[config.mk]
export PLATFORM = sky130hd
export DESIGN_NAME = fscd_top
export DESIGN_NICKNAME = d
export VERILOG_FILES = /design/src/verilog/fscd_pkg.sv /design/src/verilog/fscd_top.sv
export VERILOG_INCLUDE_DIRS = /design/src /design/src/verilog
export SDC_FILE = /design/constraint.sdc
export NUM_CORES = 1
export LEC_CHECK = 0
export BUFFER_PORTS_ARGS = -buffer_cell sky130_fd_sc_hd__buf_2
export CAP_MARGIN = 40
export CORE_ASPECT_RATIO = 0.7
export CORE_MARGIN = 2
export CORE_UTILIZATION = 30
export DETAILED_ROUTE_END_ITERATION = 10
export GPL_TIMING_DRIVEN = 0
export PLACE_DENSITY = 0.59
export SLEW_MARGIN = 20
export SYNTH_ARGS = -nofsm -noshare
export SYNTH_HDL_FRONTEND = slang
export SYNTH_SLANG_ARGS = --single-unit
export TNS_END_PERCENT = 20
[constraint.sdc]
create_clock -name pclk -period 1.8 [get_ports pclk]
set_input_delay 0.27 -clock pclk [delete_from_list [all_inputs] [get_ports pclk]]
set_output_delay 0.27 -clock pclk [all_outputs]
set_load 0.01 [all_outputs]
[src/verilog/fscd_defines.svh]
// Opcodes, register map, field positions and counts of the command decoder
`ifndef FSCD_DEFINES_SVH
`define FSCD_DEFINES_SVH
// Opcodes seen as the first byte of a frame
`define FSCD_OP_WL_SET   8'h06
`define FSCD_OP_WL_CLR   8'h04
`define FSCD_OP_ST_RD    8'h05
`define FSCD_OP_CF_RD    8'h15
`define FSCD_OP_SC_WR    8'h01
`define FSCD_OP_PROT_SEL 8'h68
`define FSCD_OP_FOUR_IN  8'h35
`define FSCD_OP_FOUR_OUT 8'hf5
`define FSCD_OP_LONG_IN  8'hb7
`define FSCD_OP_LONG_OUT 8'he9
`define FSCD_OP_SUSP     8'hb0
`define FSCD_OP_RESUME   8'h30
`define FSCD_OP_WAKE     8'hab
// APB byte offsets
`define FSCD_A_CTRL      12'h000
`define FSCD_A_STAT      12'h004
`define FSCD_A_REGS      12'h008
`define FSCD_A_LAST      12'h00c
// Control register bits
`define FSCD_CTRL_BUSY   0
`define FSCD_CTRL_SLEEP  1
// Mode status register bits
`define FSCD_ST_WL       0
`define FSCD_ST_FOUR     1
`define FSCD_ST_LONG     2
`define FSCD_ST_PROT     3
`define FSCD_ST_SUSP     4
`define FSCD_ST_SLEEP    5
// Flash status byte fields
`define FSCD_SR_WIP      0
`define FSCD_SR_WL       1
`define FSCD_SR_USER     7:2
// Byte lanes of the register view word
`define FSCD_RG_SR       7:0
`define FSCD_RG_CR       15:8
// Reset values
`define FSCD_SR_RST      8'h00
`define FSCD_CR_RST      8'h00
// Last link edge of a byte per lane width
`define FSCD_LAST_ONE    3'h7
`define FSCD_LAST_FOUR   3'h1
// Output enables, low drives
`define FSCD_OE_OFF      4'hf
`define FSCD_OE_ONE      4'hd
`define FSCD_OE_FOUR     4'h0
// Data bytes taken by a status/configuration write
`define FSCD_WR_MAX      2'h2
`endif

[src/verilog/fscd_pkg.sv]
// Types shared by the setting-command decoder
package fscd_pkg;
  // Lane width of the command link
  typedef enum logic {FSCD_LANE_ONE, FSCD_LANE_FOUR} fscd_lane_t;
  // Source of read-back data
  typedef enum logic [1:0] {FSCD_SRC_NONE, FSCD_SRC_STAT, FSCD_SRC_CONF} fscd_src_t;
endpackage

[src/verilog/fscd_top.sv]
// Serial flash setting-command decoder with APB view of its state
//
// Local design decisions: the APB register port and the placing of the registers.
`timescale 1ns/100ps
`include "fscd_defines.svh"
// What this block does
// Opcode 06 sets write permission latch.
// Opcode 04 clears write permission latch.
// Opcode 05 returns status byte.
// Opcode 15 returns configuration byte.
// Opcode 01 loads status, then configuration.
// Opcode 68 selects individual block protection.
// Opcode 35 enters four-lane mode from single.
// Opcode F5 leaves four-lane mode only there.
// Opcode B7 sets long address flag.
// Opcode E9 clears long address flag.
// B0 suspends, 30 resumes program/erase.
// Opcode AB wakes device from sleep.
// Status write ignored without write latch.
module fscd_top (
  input  wire logic        pclk,
  input  wire logic        presetn,
  input  wire logic        ce,
  input  wire logic        psel,
  input  wire logic        penable,
  input  wire logic        pwrite,
  input  wire logic [11:0] paddr,
  input  wire logic [31:0] pwdata,
  output logic             pready,
  output logic [31:0]      prdata,
  output logic             pslverr,
  input  wire logic        sclk,
  input  wire logic        cs_n,
  input  wire logic [3:0]  io_i,
  output logic [3:0]       io_o,
  output logic [3:0]       io_oe_n
);

  // Synchroniser chains; stage 0 feeds stage 1 only
  logic [2:0]             sclk_q;   // Link clock, stage 2 for edges
  logic [2:0]             csn_q;    // Chip select, stage 2 for edges
  logic [3:0]             io_m_q;   // Data, first stage
  logic [3:0]             io_s_q;   // Data, usable
  // Frame decoding
  logic                   act;      // Frame open
  logic                   rise;     // Link clock rising
  logic                   fall;     // Link clock falling
  logic                   cs_end;   // Frame just closed
  logic [2:0]             last;     // Last edge of a byte
  logic [2:0]             bit_q;    // Edge count in byte
  logic [1:0]             byte_q;   // Byte count, saturating
  logic [7:0]             rx_q;     // Incoming shift register
  logic [7:0]             op;       // Byte completing now
  logic                   done;     // Byte completes now
  logic                   go;       // Opcode taken now
  logic [7:0]             cmd_q;    // Last opcode taken
  // Mode state
  fscd_pkg::fscd_lane_t   lane_q;   // Command lane width
  logic                   four;     // Four-lane shorthand
  logic                   wl_q;     // Write permission latch
  logic                   long_q;   // Long address flag
  logic                   prot_q;   // Individual block protection
  logic                   busy_q;   // Program/erase running
  logic                   susp_q;   // Program/erase suspended
  logic                   sleep_q;  // Deep power-down
  logic                   slp_set;  // Software sleep request
  // Status/configuration write path
  logic                   arm_q;    // Write opcode seen this frame
  logic [1:0]             wcnt_q;   // Data bytes captured
  logic [15:0]            wbuf_q;   // Captured data bytes
  logic                   commit;   // Write takes effect now
  logic [7:0]             sr_q;     // Stored status byte
  logic [7:0]             cr_q;     // Configuration byte
  logic [7:0]             stat;     // Status byte as seen
  // Read-back path
  fscd_pkg::fscd_src_t    src_q;    // What is being returned
  logic [7:0]             tx_q;     // Outgoing shift register
  logic [2:0]             obit_q;   // Edge count of outgoing byte
  logic [7:0]             rd_val;   // Fresh byte for reload
  // APB
  logic                   rdy_q;    // Answer prepared
  logic                   wr;       // Write completes now
  logic [31:0]            rd;       // Read mux
  logic                   err;      // Unmapped address

  // Synchronisers; logic reads stages 1 and 2 of clock and select, and the second data stage
  always_ff @(posedge pclk or negedge presetn) begin
    if (!presetn) begin
      sclk_q <= 3'h0;
      csn_q  <= 3'h7;
      io_m_q <= 4'h0;
      io_s_q <= 4'h0;
    end else if (ce) begin
      sclk_q <= {sclk_q[1:0], sclk};
      csn_q  <= {csn_q[1:0], cs_n};
      io_m_q <= io_i;
      io_s_q <= io_m_q;
    end
  end

  // Edge and frame decode
  assign act    = ~csn_q[1];
  assign rise   = sclk_q[1] & ~sclk_q[2];
  assign fall   = ~sclk_q[1] & sclk_q[2];
  assign cs_end = csn_q[1] & ~csn_q[2];
  assign four   = (lane_q == fscd_pkg::FSCD_LANE_FOUR);
  assign last   = four ? `FSCD_LAST_FOUR : `FSCD_LAST_ONE;
  // Four-lane takes a nibble per edge, single lane takes io0
  assign op     = four ? {rx_q[3:0], io_s_q} : {rx_q[6:0], io_s_q[0]};
  assign done   = act & rise & (bit_q == last);
  // Asleep, only the wake opcode is heard
  assign go     = done & (byte_q == 2'h0) & (!sleep_q | op == `FSCD_OP_WAKE);

  // Bit and byte counters, cleared between frames
  always_ff @(posedge pclk or negedge presetn) begin
    if (!presetn) begin
      bit_q  <= 3'h0;
      byte_q <= 2'h0;
      rx_q   <= 8'h00;
    end else if (ce) begin
      if (!act) begin
        bit_q  <= 3'h0;
        byte_q <= 2'h0;
      end else if (rise) begin
        rx_q  <= op;
        bit_q <= (bit_q == last) ? 3'h0 : bit_q + 3'h1;
        // Saturate: only the first data bytes matter
        if (bit_q == last && byte_q != 2'h3) begin
          byte_q <= byte_q + 2'h1;
        end
      end
    end
  end

  // Last opcode, kept for software
  always_ff @(posedge pclk or negedge presetn) begin
    if (!presetn) begin
      cmd_q <= 8'h00;
    end else if (ce && go) begin
      cmd_q <= op;
    end
  end

  // Write permission latch
  always_ff @(posedge pclk or negedge presetn) begin
    if (!presetn) begin
      wl_q <= 1'b0;
    end else if (ce) begin
      if (go && op == `FSCD_OP_WL_SET) begin
        wl_q <= 1'b1;
      end else if (go && op == `FSCD_OP_WL_CLR) begin
        wl_q <= 1'b0;
      end else if (commit) begin
        wl_q <= 1'b0; // One write per enable
      end
    end
  end
  wl_set_a: assert property (@(posedge pclk) disable iff (!presetn)
    ce && go && op == `FSCD_OP_WL_SET |=> wl_q) else $error("latch not set");
  wl_clr_a: assert property (@(posedge pclk) disable iff (!presetn)
    ce && go && op == `FSCD_OP_WL_CLR |=> !wl_q) else $error("latch not cleared");

  // Lane mode; each switch only from the opposite mode
  always_ff @(posedge pclk or negedge presetn) begin
    if (!presetn) begin
      lane_q <= fscd_pkg::FSCD_LANE_ONE;
    end else if (ce && go) begin
      case (op)
        `FSCD_OP_FOUR_IN: begin
          if (!four) lane_q <= fscd_pkg::FSCD_LANE_FOUR;
        end
        `FSCD_OP_FOUR_OUT: begin
          if (four) lane_q <= fscd_pkg::FSCD_LANE_ONE;
        end
        default: ;
      endcase
    end
  end
  lane_in_a: assert property (@(posedge pclk) disable iff (!presetn)
    ce && go && op == `FSCD_OP_FOUR_IN && !four |=> four) else $error("no four-lane");
  lane_out_a: assert property (@(posedge pclk) disable iff (!presetn)
    ce && go && op == `FSCD_OP_FOUR_OUT |=> !four) else $error("still four-lane");

  // Address length and protection scheme
  always_ff @(posedge pclk or negedge presetn) begin
    if (!presetn) begin
      long_q <= 1'b0;
      prot_q <= 1'b0;
    end else if (ce && go) begin
      case (op)
        `FSCD_OP_LONG_IN:  long_q <= 1'b1;
        `FSCD_OP_LONG_OUT: long_q <= 1'b0;
        `FSCD_OP_PROT_SEL: prot_q <= 1'b1;
        default: ;
      endcase
    end
  end
  long_in_a: assert property (@(posedge pclk) disable iff (!presetn)
    ce && go && op == `FSCD_OP_LONG_IN |=> long_q) else $error("long flag not set");
  long_out_a: assert property (@(posedge pclk) disable iff (!presetn)
    ce && go && op == `FSCD_OP_LONG_OUT |=> !long_q) else $error("long flag stuck");
  prot_sel_a: assert property (@(posedge pclk) disable iff (!presetn)
    ce && go && op == `FSCD_OP_PROT_SEL |=> prot_q) else $error("protection not set");

  // Suspend only has meaning while an operation runs
  always_ff @(posedge pclk or negedge presetn) begin
    if (!presetn) begin
      susp_q <= 1'b0;
    end else if (ce) begin
      if (go && op == `FSCD_OP_SUSP && busy_q) begin
        susp_q <= 1'b1;
      end else if ((go && op == `FSCD_OP_RESUME) || !busy_q) begin
        susp_q <= 1'b0;
      end
    end
  end
  pe_susp_a: assert property (@(posedge pclk) disable iff (!presetn)
    ce && go && op == `FSCD_OP_SUSP && busy_q |=> susp_q ##1 susp_q || !busy_q)
    else $error("suspend lost");

  // Sleep: software request wins over a wake in the same cycle
  assign slp_set = wr & (paddr == `FSCD_A_CTRL) & pwdata[`FSCD_CTRL_SLEEP];
  always_ff @(posedge pclk or negedge presetn) begin
    if (!presetn) begin
      sleep_q <= 1'b0;
    end else if (ce) begin
      if (slp_set) begin
        sleep_q <= 1'b1;
      end else if (go && op == `FSCD_OP_WAKE) begin
        sleep_q <= 1'b0;
      end
    end
  end
  wake_a: assert property (@(posedge pclk) disable iff (!presetn)
    ce && go && op == `FSCD_OP_WAKE && !slp_set |=> !sleep_q) else $error("no wake");

  // Capture up to two data bytes after a write opcode
  always_ff @(posedge pclk or negedge presetn) begin
    if (!presetn) begin
      arm_q  <= 1'b0;
      wcnt_q <= 2'h0;
      wbuf_q <= 16'h0000;
    end else if (ce) begin
      if (!act) begin
        arm_q  <= 1'b0;
        wcnt_q <= 2'h0;
      end else if (go) begin
        arm_q  <= (op == `FSCD_OP_SC_WR);
        wcnt_q <= 2'h0;
      end else if (done && arm_q && wcnt_q != `FSCD_WR_MAX) begin
        // First byte to status lane, second to configuration lane
        if (wcnt_q == 2'h0) wbuf_q[`FSCD_RG_SR] <= op;
        else wbuf_q[`FSCD_RG_CR] <= op;
        wcnt_q <= wcnt_q + 2'h1;
      end
    end
  end

  // Write lands when the frame closes, and only with the latch set
  assign commit = cs_end & arm_q & (wcnt_q != 2'h0) & wl_q;
  sr_gate_a: assert property (@(posedge pclk) disable iff (!presetn)
    ce && cs_end && arm_q && !wl_q |=> $stable(sr_q) && $stable(cr_q))
    else $error("write without latch");

  // Status and configuration storage
  always_ff @(posedge pclk or negedge presetn) begin
    if (!presetn) begin
      sr_q <= `FSCD_SR_RST;
      cr_q <= `FSCD_CR_RST;
    end else if (ce && commit) begin
      sr_q <= wbuf_q[`FSCD_RG_SR];
      // A one-byte write leaves configuration alone
      if (wcnt_q == `FSCD_WR_MAX) cr_q <= wbuf_q[`FSCD_RG_CR];
    end
  end
  sr_write_a: assert property (@(posedge pclk) disable iff (!presetn)
    ce && commit |=> sr_q[`FSCD_SR_USER] == $past(wbuf_q[`FSCD_SR_USER]) && !wl_q)
    else $error("status write lost");

  // Busy and latch bits are live, not stored
  always_comb begin
    stat               = sr_q;
    stat[`FSCD_SR_WIP] = busy_q;
    stat[`FSCD_SR_WL]  = wl_q;
  end

  // Reload source for repeated read-back bytes
  always_comb begin
    case (src_q)
      fscd_pkg::FSCD_SRC_STAT: rd_val = stat;
      fscd_pkg::FSCD_SRC_CONF: rd_val = cr_q;
      default:                 rd_val = 8'h00;
    endcase
  end

  // Read-back: load on opcode, shift out on falling link edges
  always_ff @(posedge pclk or negedge presetn) begin
    if (!presetn) begin
      src_q   <= fscd_pkg::FSCD_SRC_NONE;
      tx_q    <= 8'h00;
      obit_q  <= 3'h0;
      io_o    <= 4'h0;
      io_oe_n <= `FSCD_OE_OFF;
    end else if (ce) begin
      if (!act) begin
        src_q   <= fscd_pkg::FSCD_SRC_NONE;
        obit_q  <= 3'h0;
        io_oe_n <= `FSCD_OE_OFF;
      end else if (go && op == `FSCD_OP_ST_RD) begin
        src_q <= fscd_pkg::FSCD_SRC_STAT;
        tx_q  <= stat;
      end else if (go && op == `FSCD_OP_CF_RD) begin
        src_q <= fscd_pkg::FSCD_SRC_CONF;
        tx_q  <= cr_q;
      end else if (fall && src_q != fscd_pkg::FSCD_SRC_NONE) begin
        // Single lane drives io1 only; four-lane drives all
        io_o    <= four ? tx_q[7:4] : {2'b00, tx_q[7], 1'b0};
        io_oe_n <= four ? `FSCD_OE_FOUR : `FSCD_OE_ONE;
        obit_q  <= (obit_q == last) ? 3'h0 : obit_q + 3'h1;
        // Byte done: repeat with a fresh value until the frame ends
        if (obit_q == last) tx_q <= rd_val;
        else tx_q <= four ? {tx_q[3:0], 4'h0} : {tx_q[6:0], 1'b0};
      end
    end
  end
  st_read_a: assert property (@(posedge pclk) disable iff (!presetn)
    ce && go && op == `FSCD_OP_ST_RD |=> tx_q == $past(stat) &&
    src_q == fscd_pkg::FSCD_SRC_STAT) else $error("status not loaded");
  cf_read_a: assert property (@(posedge pclk) disable iff (!presetn)
    ce && go && op == `FSCD_OP_CF_RD |=> tx_q == $past(cr_q) &&
    src_q == fscd_pkg::FSCD_SRC_CONF) else $error("config not loaded");

  // APB: answer is prepared in setup, so pready rises in access
  assign pready = rdy_q & ce;
  assign wr     = psel & penable & rdy_q & pwrite;

  // Register read mux; unmapped addresses flag an error
  always_comb begin
    rd  = 32'h0000_0000;
    err = 1'b0;
    case (paddr)
      `FSCD_A_CTRL: rd[`FSCD_CTRL_BUSY] = busy_q;
      `FSCD_A_STAT: begin
        rd[`FSCD_ST_WL]    = wl_q;
        rd[`FSCD_ST_FOUR]  = four;
        rd[`FSCD_ST_LONG]  = long_q;
        rd[`FSCD_ST_PROT]  = prot_q;
        rd[`FSCD_ST_SUSP]  = susp_q;
        rd[`FSCD_ST_SLEEP] = sleep_q;
      end
      `FSCD_A_REGS: begin
        rd[`FSCD_RG_SR] = stat;
        rd[`FSCD_RG_CR] = cr_q;
      end
      `FSCD_A_LAST: rd[`FSCD_RG_SR] = cmd_q;
      default:      err = 1'b1;
    endcase
  end

  // APB handshake and answer registers
  always_ff @(posedge pclk or negedge presetn) begin
    if (!presetn) begin
      rdy_q   <= 1'b0;
      prdata  <= 32'h0000_0000;
      pslverr <= 1'b0;
    end else if (ce) begin
      if (rdy_q && psel && penable) begin
        rdy_q <= 1'b0;
      end else if (psel && !rdy_q) begin
        rdy_q   <= 1'b1;
        prdata  <= pwrite ? 32'h0000_0000 : rd;
        pslverr <= err;
      end
    end
  end

  // Control register: busy stands in for the array engine
  always_ff @(posedge pclk or negedge presetn) begin
    if (!presetn) begin
      busy_q <= 1'b0;
    end else if (ce && wr && paddr == `FSCD_A_CTRL) begin
      busy_q <= pwdata[`FSCD_CTRL_BUSY];
    end
  end

endmodule

==> out/qor.csv <==
stage;metric;value;unit
run_status;status;finished with violations;
run_status;failing checks;negative setup slack;
drt;routed vias;4504;
sta;Worst Tran Pin Value;0.603;ns
clock_network;H-tree levels;3;
global_route;largest net degree at the start of global routing;74;
final_layout;register area;2740;um^2
clock_network;clk_lat worst skew;0.35;ns
pwr;Pwr Total;6.22;mW
synth;ys flop type;dfrtp_1;
floorplanning;core area;18700;um^2
place;RePlAce Congestion;0.849;
synth;Post-synth EDFFs;0;
setup_path;crit path launch type;register;
final_layout;# nets final;682;
drt;Via-to-Cell Ratio;5.21;
global_route;met3 Use GR;0.0379;
synth;Synth top cells by count;dfrtp_1 (104), nand2_1 (77), mux2_2 (50), o21ai_0 (35);
synth;largest area contributor in the netlist;dfrtp_1;
setup_path;Critical Path Fanout Max;6;
clock_network;Max clock buf depth;2;
global_route;met1 Usage GRT;0.235;
floorplanning;I/O pin count;98;
global_route;GR peak layer;met1;
synth;most common cell in the netlist;dfrtp_1;
global_route;GRT overflow;0;
global_route;GR met2 Demand/Resource;0.231;
synth;main area contributors after synthesis;dfrtp_1 (46%), mux2_2 (9.9%), nand2_1 (5.1%);
sta;Slew Limit Headroom;0.598;
place;Post-DP Area;6330;um^2
sta;unrepaired setup endpoints after global routing;true;
sta;endpoints failing hold;0;
place;I/O Buffers;49;
sta;Worst Skew;0.0124;ns
synth;Synth Register Bits;109;
synth;Synth Warn #;0;
sta;fin crit share;1.18;
synth;share of flip-flops with an asynchronous set or reset;1.00;
clock_network;CTS tree;done;
pwr;maximum VDD drop;0.000508;V
min_path;min-delay worst type;in2reg;
floorplanning;Starting Density;0.303;
sta;Final Worst Setup Slack;-0.329;ns
floorplanning;Die Area;20000;um^2
synth;Synth Cell Area;5670;um^2
setup_path;critical path class;reg2reg;
global_route;number of global-route vias before repair;4306;
floorplanning;die height;119;um
synth;Synth top area share;0.459;
setup_path;CP Capture Type;register;
job;max cap viols;0;
final_layout;fill count;1787;
drt;1st-pass router iterations;5;
clock_network;clock sink count;109;
setup_path;data arrival time of the worst path;2.37;ns
drt;drt initial violations;300;
final_layout;layout cell share with drive strength beyond 1;0.367;
final_layout;Inserted Diodes;0;
sta;Slew Viols, Final;0;
drt;DRC viols;0;
clock_network;Worst-path clk slew;0.08;ns
pwr;power per cell area;876;nW/um^2
final_layout;final instance area;7090;um^2
place;pre-CTS setup slack;-0.698;ns
clock_network;TritonCTS Buffers;9;
setup_path;Crit path required time;2.04;ns
synth;Synth cell types;67;
global_route;initial antenna violation count;0;
floorplanning;Die Wd;168;um
floorplanning;row cnt;42;
sta;final setup vio count;52;
sta;fmax;470;MHz
synth;Mean Syn Cell Area;10.8;um^2
final_layout;area delta synth->final;25.1;%
drt;number of nets with antenna violations after routing;0;
place;placed wire-length estimate;11100;um
global_route;first-pass GRT wire length;24600;um
synth;Mapped Cells;527;
synth;register area share after synthesis;0.482;
final_layout;area of the multi-input gates;2970;um^2
clock_network;clock root cell;clkbuf_16;
sta;minimum clock period after layout;2.13;ns
pwr;LEAKAGE;3.28;nW
global_route;gr usage total;0.157;
drt;drt wl/cell;18.3;um
drt;Post-Route WL;15800;um
## critical path: stages (launching register included)
cell	delay, ns
dfrtp_2	0.50
buf_8	0.17
and4bb_1	0.26
mux2i_4	0.12
o21a_4	0.27
buf_4	0.15
nor2_4	0.19
mux2_2	0.37
## logic make-up (layout without fill, tap and decap cells)
logic type                 Yosys count  after routing  share of synthesized area
other                                1             16                   0.000662
and+or+nand+nor                    163            163                      0.151
DFF                                109            109                      0.482
buffers and inverters               58            138                     0.0554
muxes                               74             74                      0.149
adders and majority gates            9              9                     0.0199
AOI/OAI and AO/OA                  113            113                      0.142
## placed cells by master (no fill, tap or decap), types with 5 or more instances in the layout
master | netlist | final
nand2_1 | 77 | 74
clkbuf_16 | 0 | 10
conb_1 | 1 | 16
nand3_1 | 7 | 6
buf_2 | 8 | 55
clkbuf_1 | 14 | 6
a211oi_1 | 5 | 5
dfstp_2 | 5 | 5
buf_6 | 2 | 5
mux2i_1 | 15 | 13
nor4_1 | 6 | 5
nor2_1 | 19 | 17
a21oi_1 | 12 | 12
mux2_2 | 50 | 45
inv_1 | 12 | 12
buf_4 | 19 | 31
a22o_1 | 16 | 16
mux2_4 | 8 | 14
nor3_1 | 7 | 7
dfrtp_1 | 104 | 102
ha_1 | 9 | 9
a22oi_1 | 10 | 9
nand3b_1 | 7 | 7
a221o_1 | 8 | 8
o21ai_0 | 35 | 31
## final cells by class
| class | count | share of cell area |
|---|---|---|
| Clock inverter | 6 | 0.0111 |
| Buffer | 44 | 0.0418 |
| Tap cell | 242 | 0.0427 |
| Timing Repair Buffer | 66 | 0.0610 |
| Clock buffer | 10 | 0.0323 |
| Multi-Input combinational cell | 375 | 0.419 |
| Sequential cell | 109 | 0.386 |
| Inverter | 12 | 0.00635 |
## report_power, final
group	switching (mW)	internal, mW
Clock	0.982	1.11
Sequential	0.152	2.60
Combinational	0.861	0.515
Total	1.99	4.22
## per-layer routing
metal,wire length [um],vias up
met5,0,-
met1,7600,2279
met2,7120,152
met4,78,0
li1,-,2063
met3,987,10
## final timing paths
| path | slack, ns | to | from | cells past startpoint |
|---|---|---|---|---|
| worst max register to register | -0.33 | cmd_q[5] | four | 7 |
| worst min register to register | 0.46 | io_oe_n[1] | io_oe_n[1] | 2 |
| max in group asynchronous | 0.70 | csn_q[2] | presetn | 3 |
| min in group asynchronous | 0.38 | obit_q[2] | presetn | 2 |
| worst max-delay path | -0.33 | cmd_q[5] | four | 7 |
| worst min-delay path | 0.15 | sclk_q[0] | sclk | 2 |
## metrics by stage
step	utilization	cells	TNS, ns	hold WS (ns)
after floorplan	-	542	-1.33	-0.0256
after global placement	0.336	833	-110.39	0.456
after detailed placement	0.338	835	-24.93	0.203
after CTS	0.369	859	-10.28	0.148
after global routing	0.379	864	-15.01	0.142
final	0.379	864	-11.50	0.148
## state kept, by name, summed over array words and instances (netlist names), 4 cells and up
name    flops
cr_q        8
wbuf_q     14
cmd_q       8
sr_q        6
io_o        4
tx_q        8
io_s_q      4
io_m_q      4
prdata     16
rx_q        7
## repair_timing
item	4_1_cts	5_1_grt
pin swaps	9	7
setup buffers	7	6
setup endpoints to repair	71	79
hold buffers	1	0
resized for setup	47	36
gates cloned	0	1
hold endpoints to repair	35	0
(Power assumes the default switching activity.)
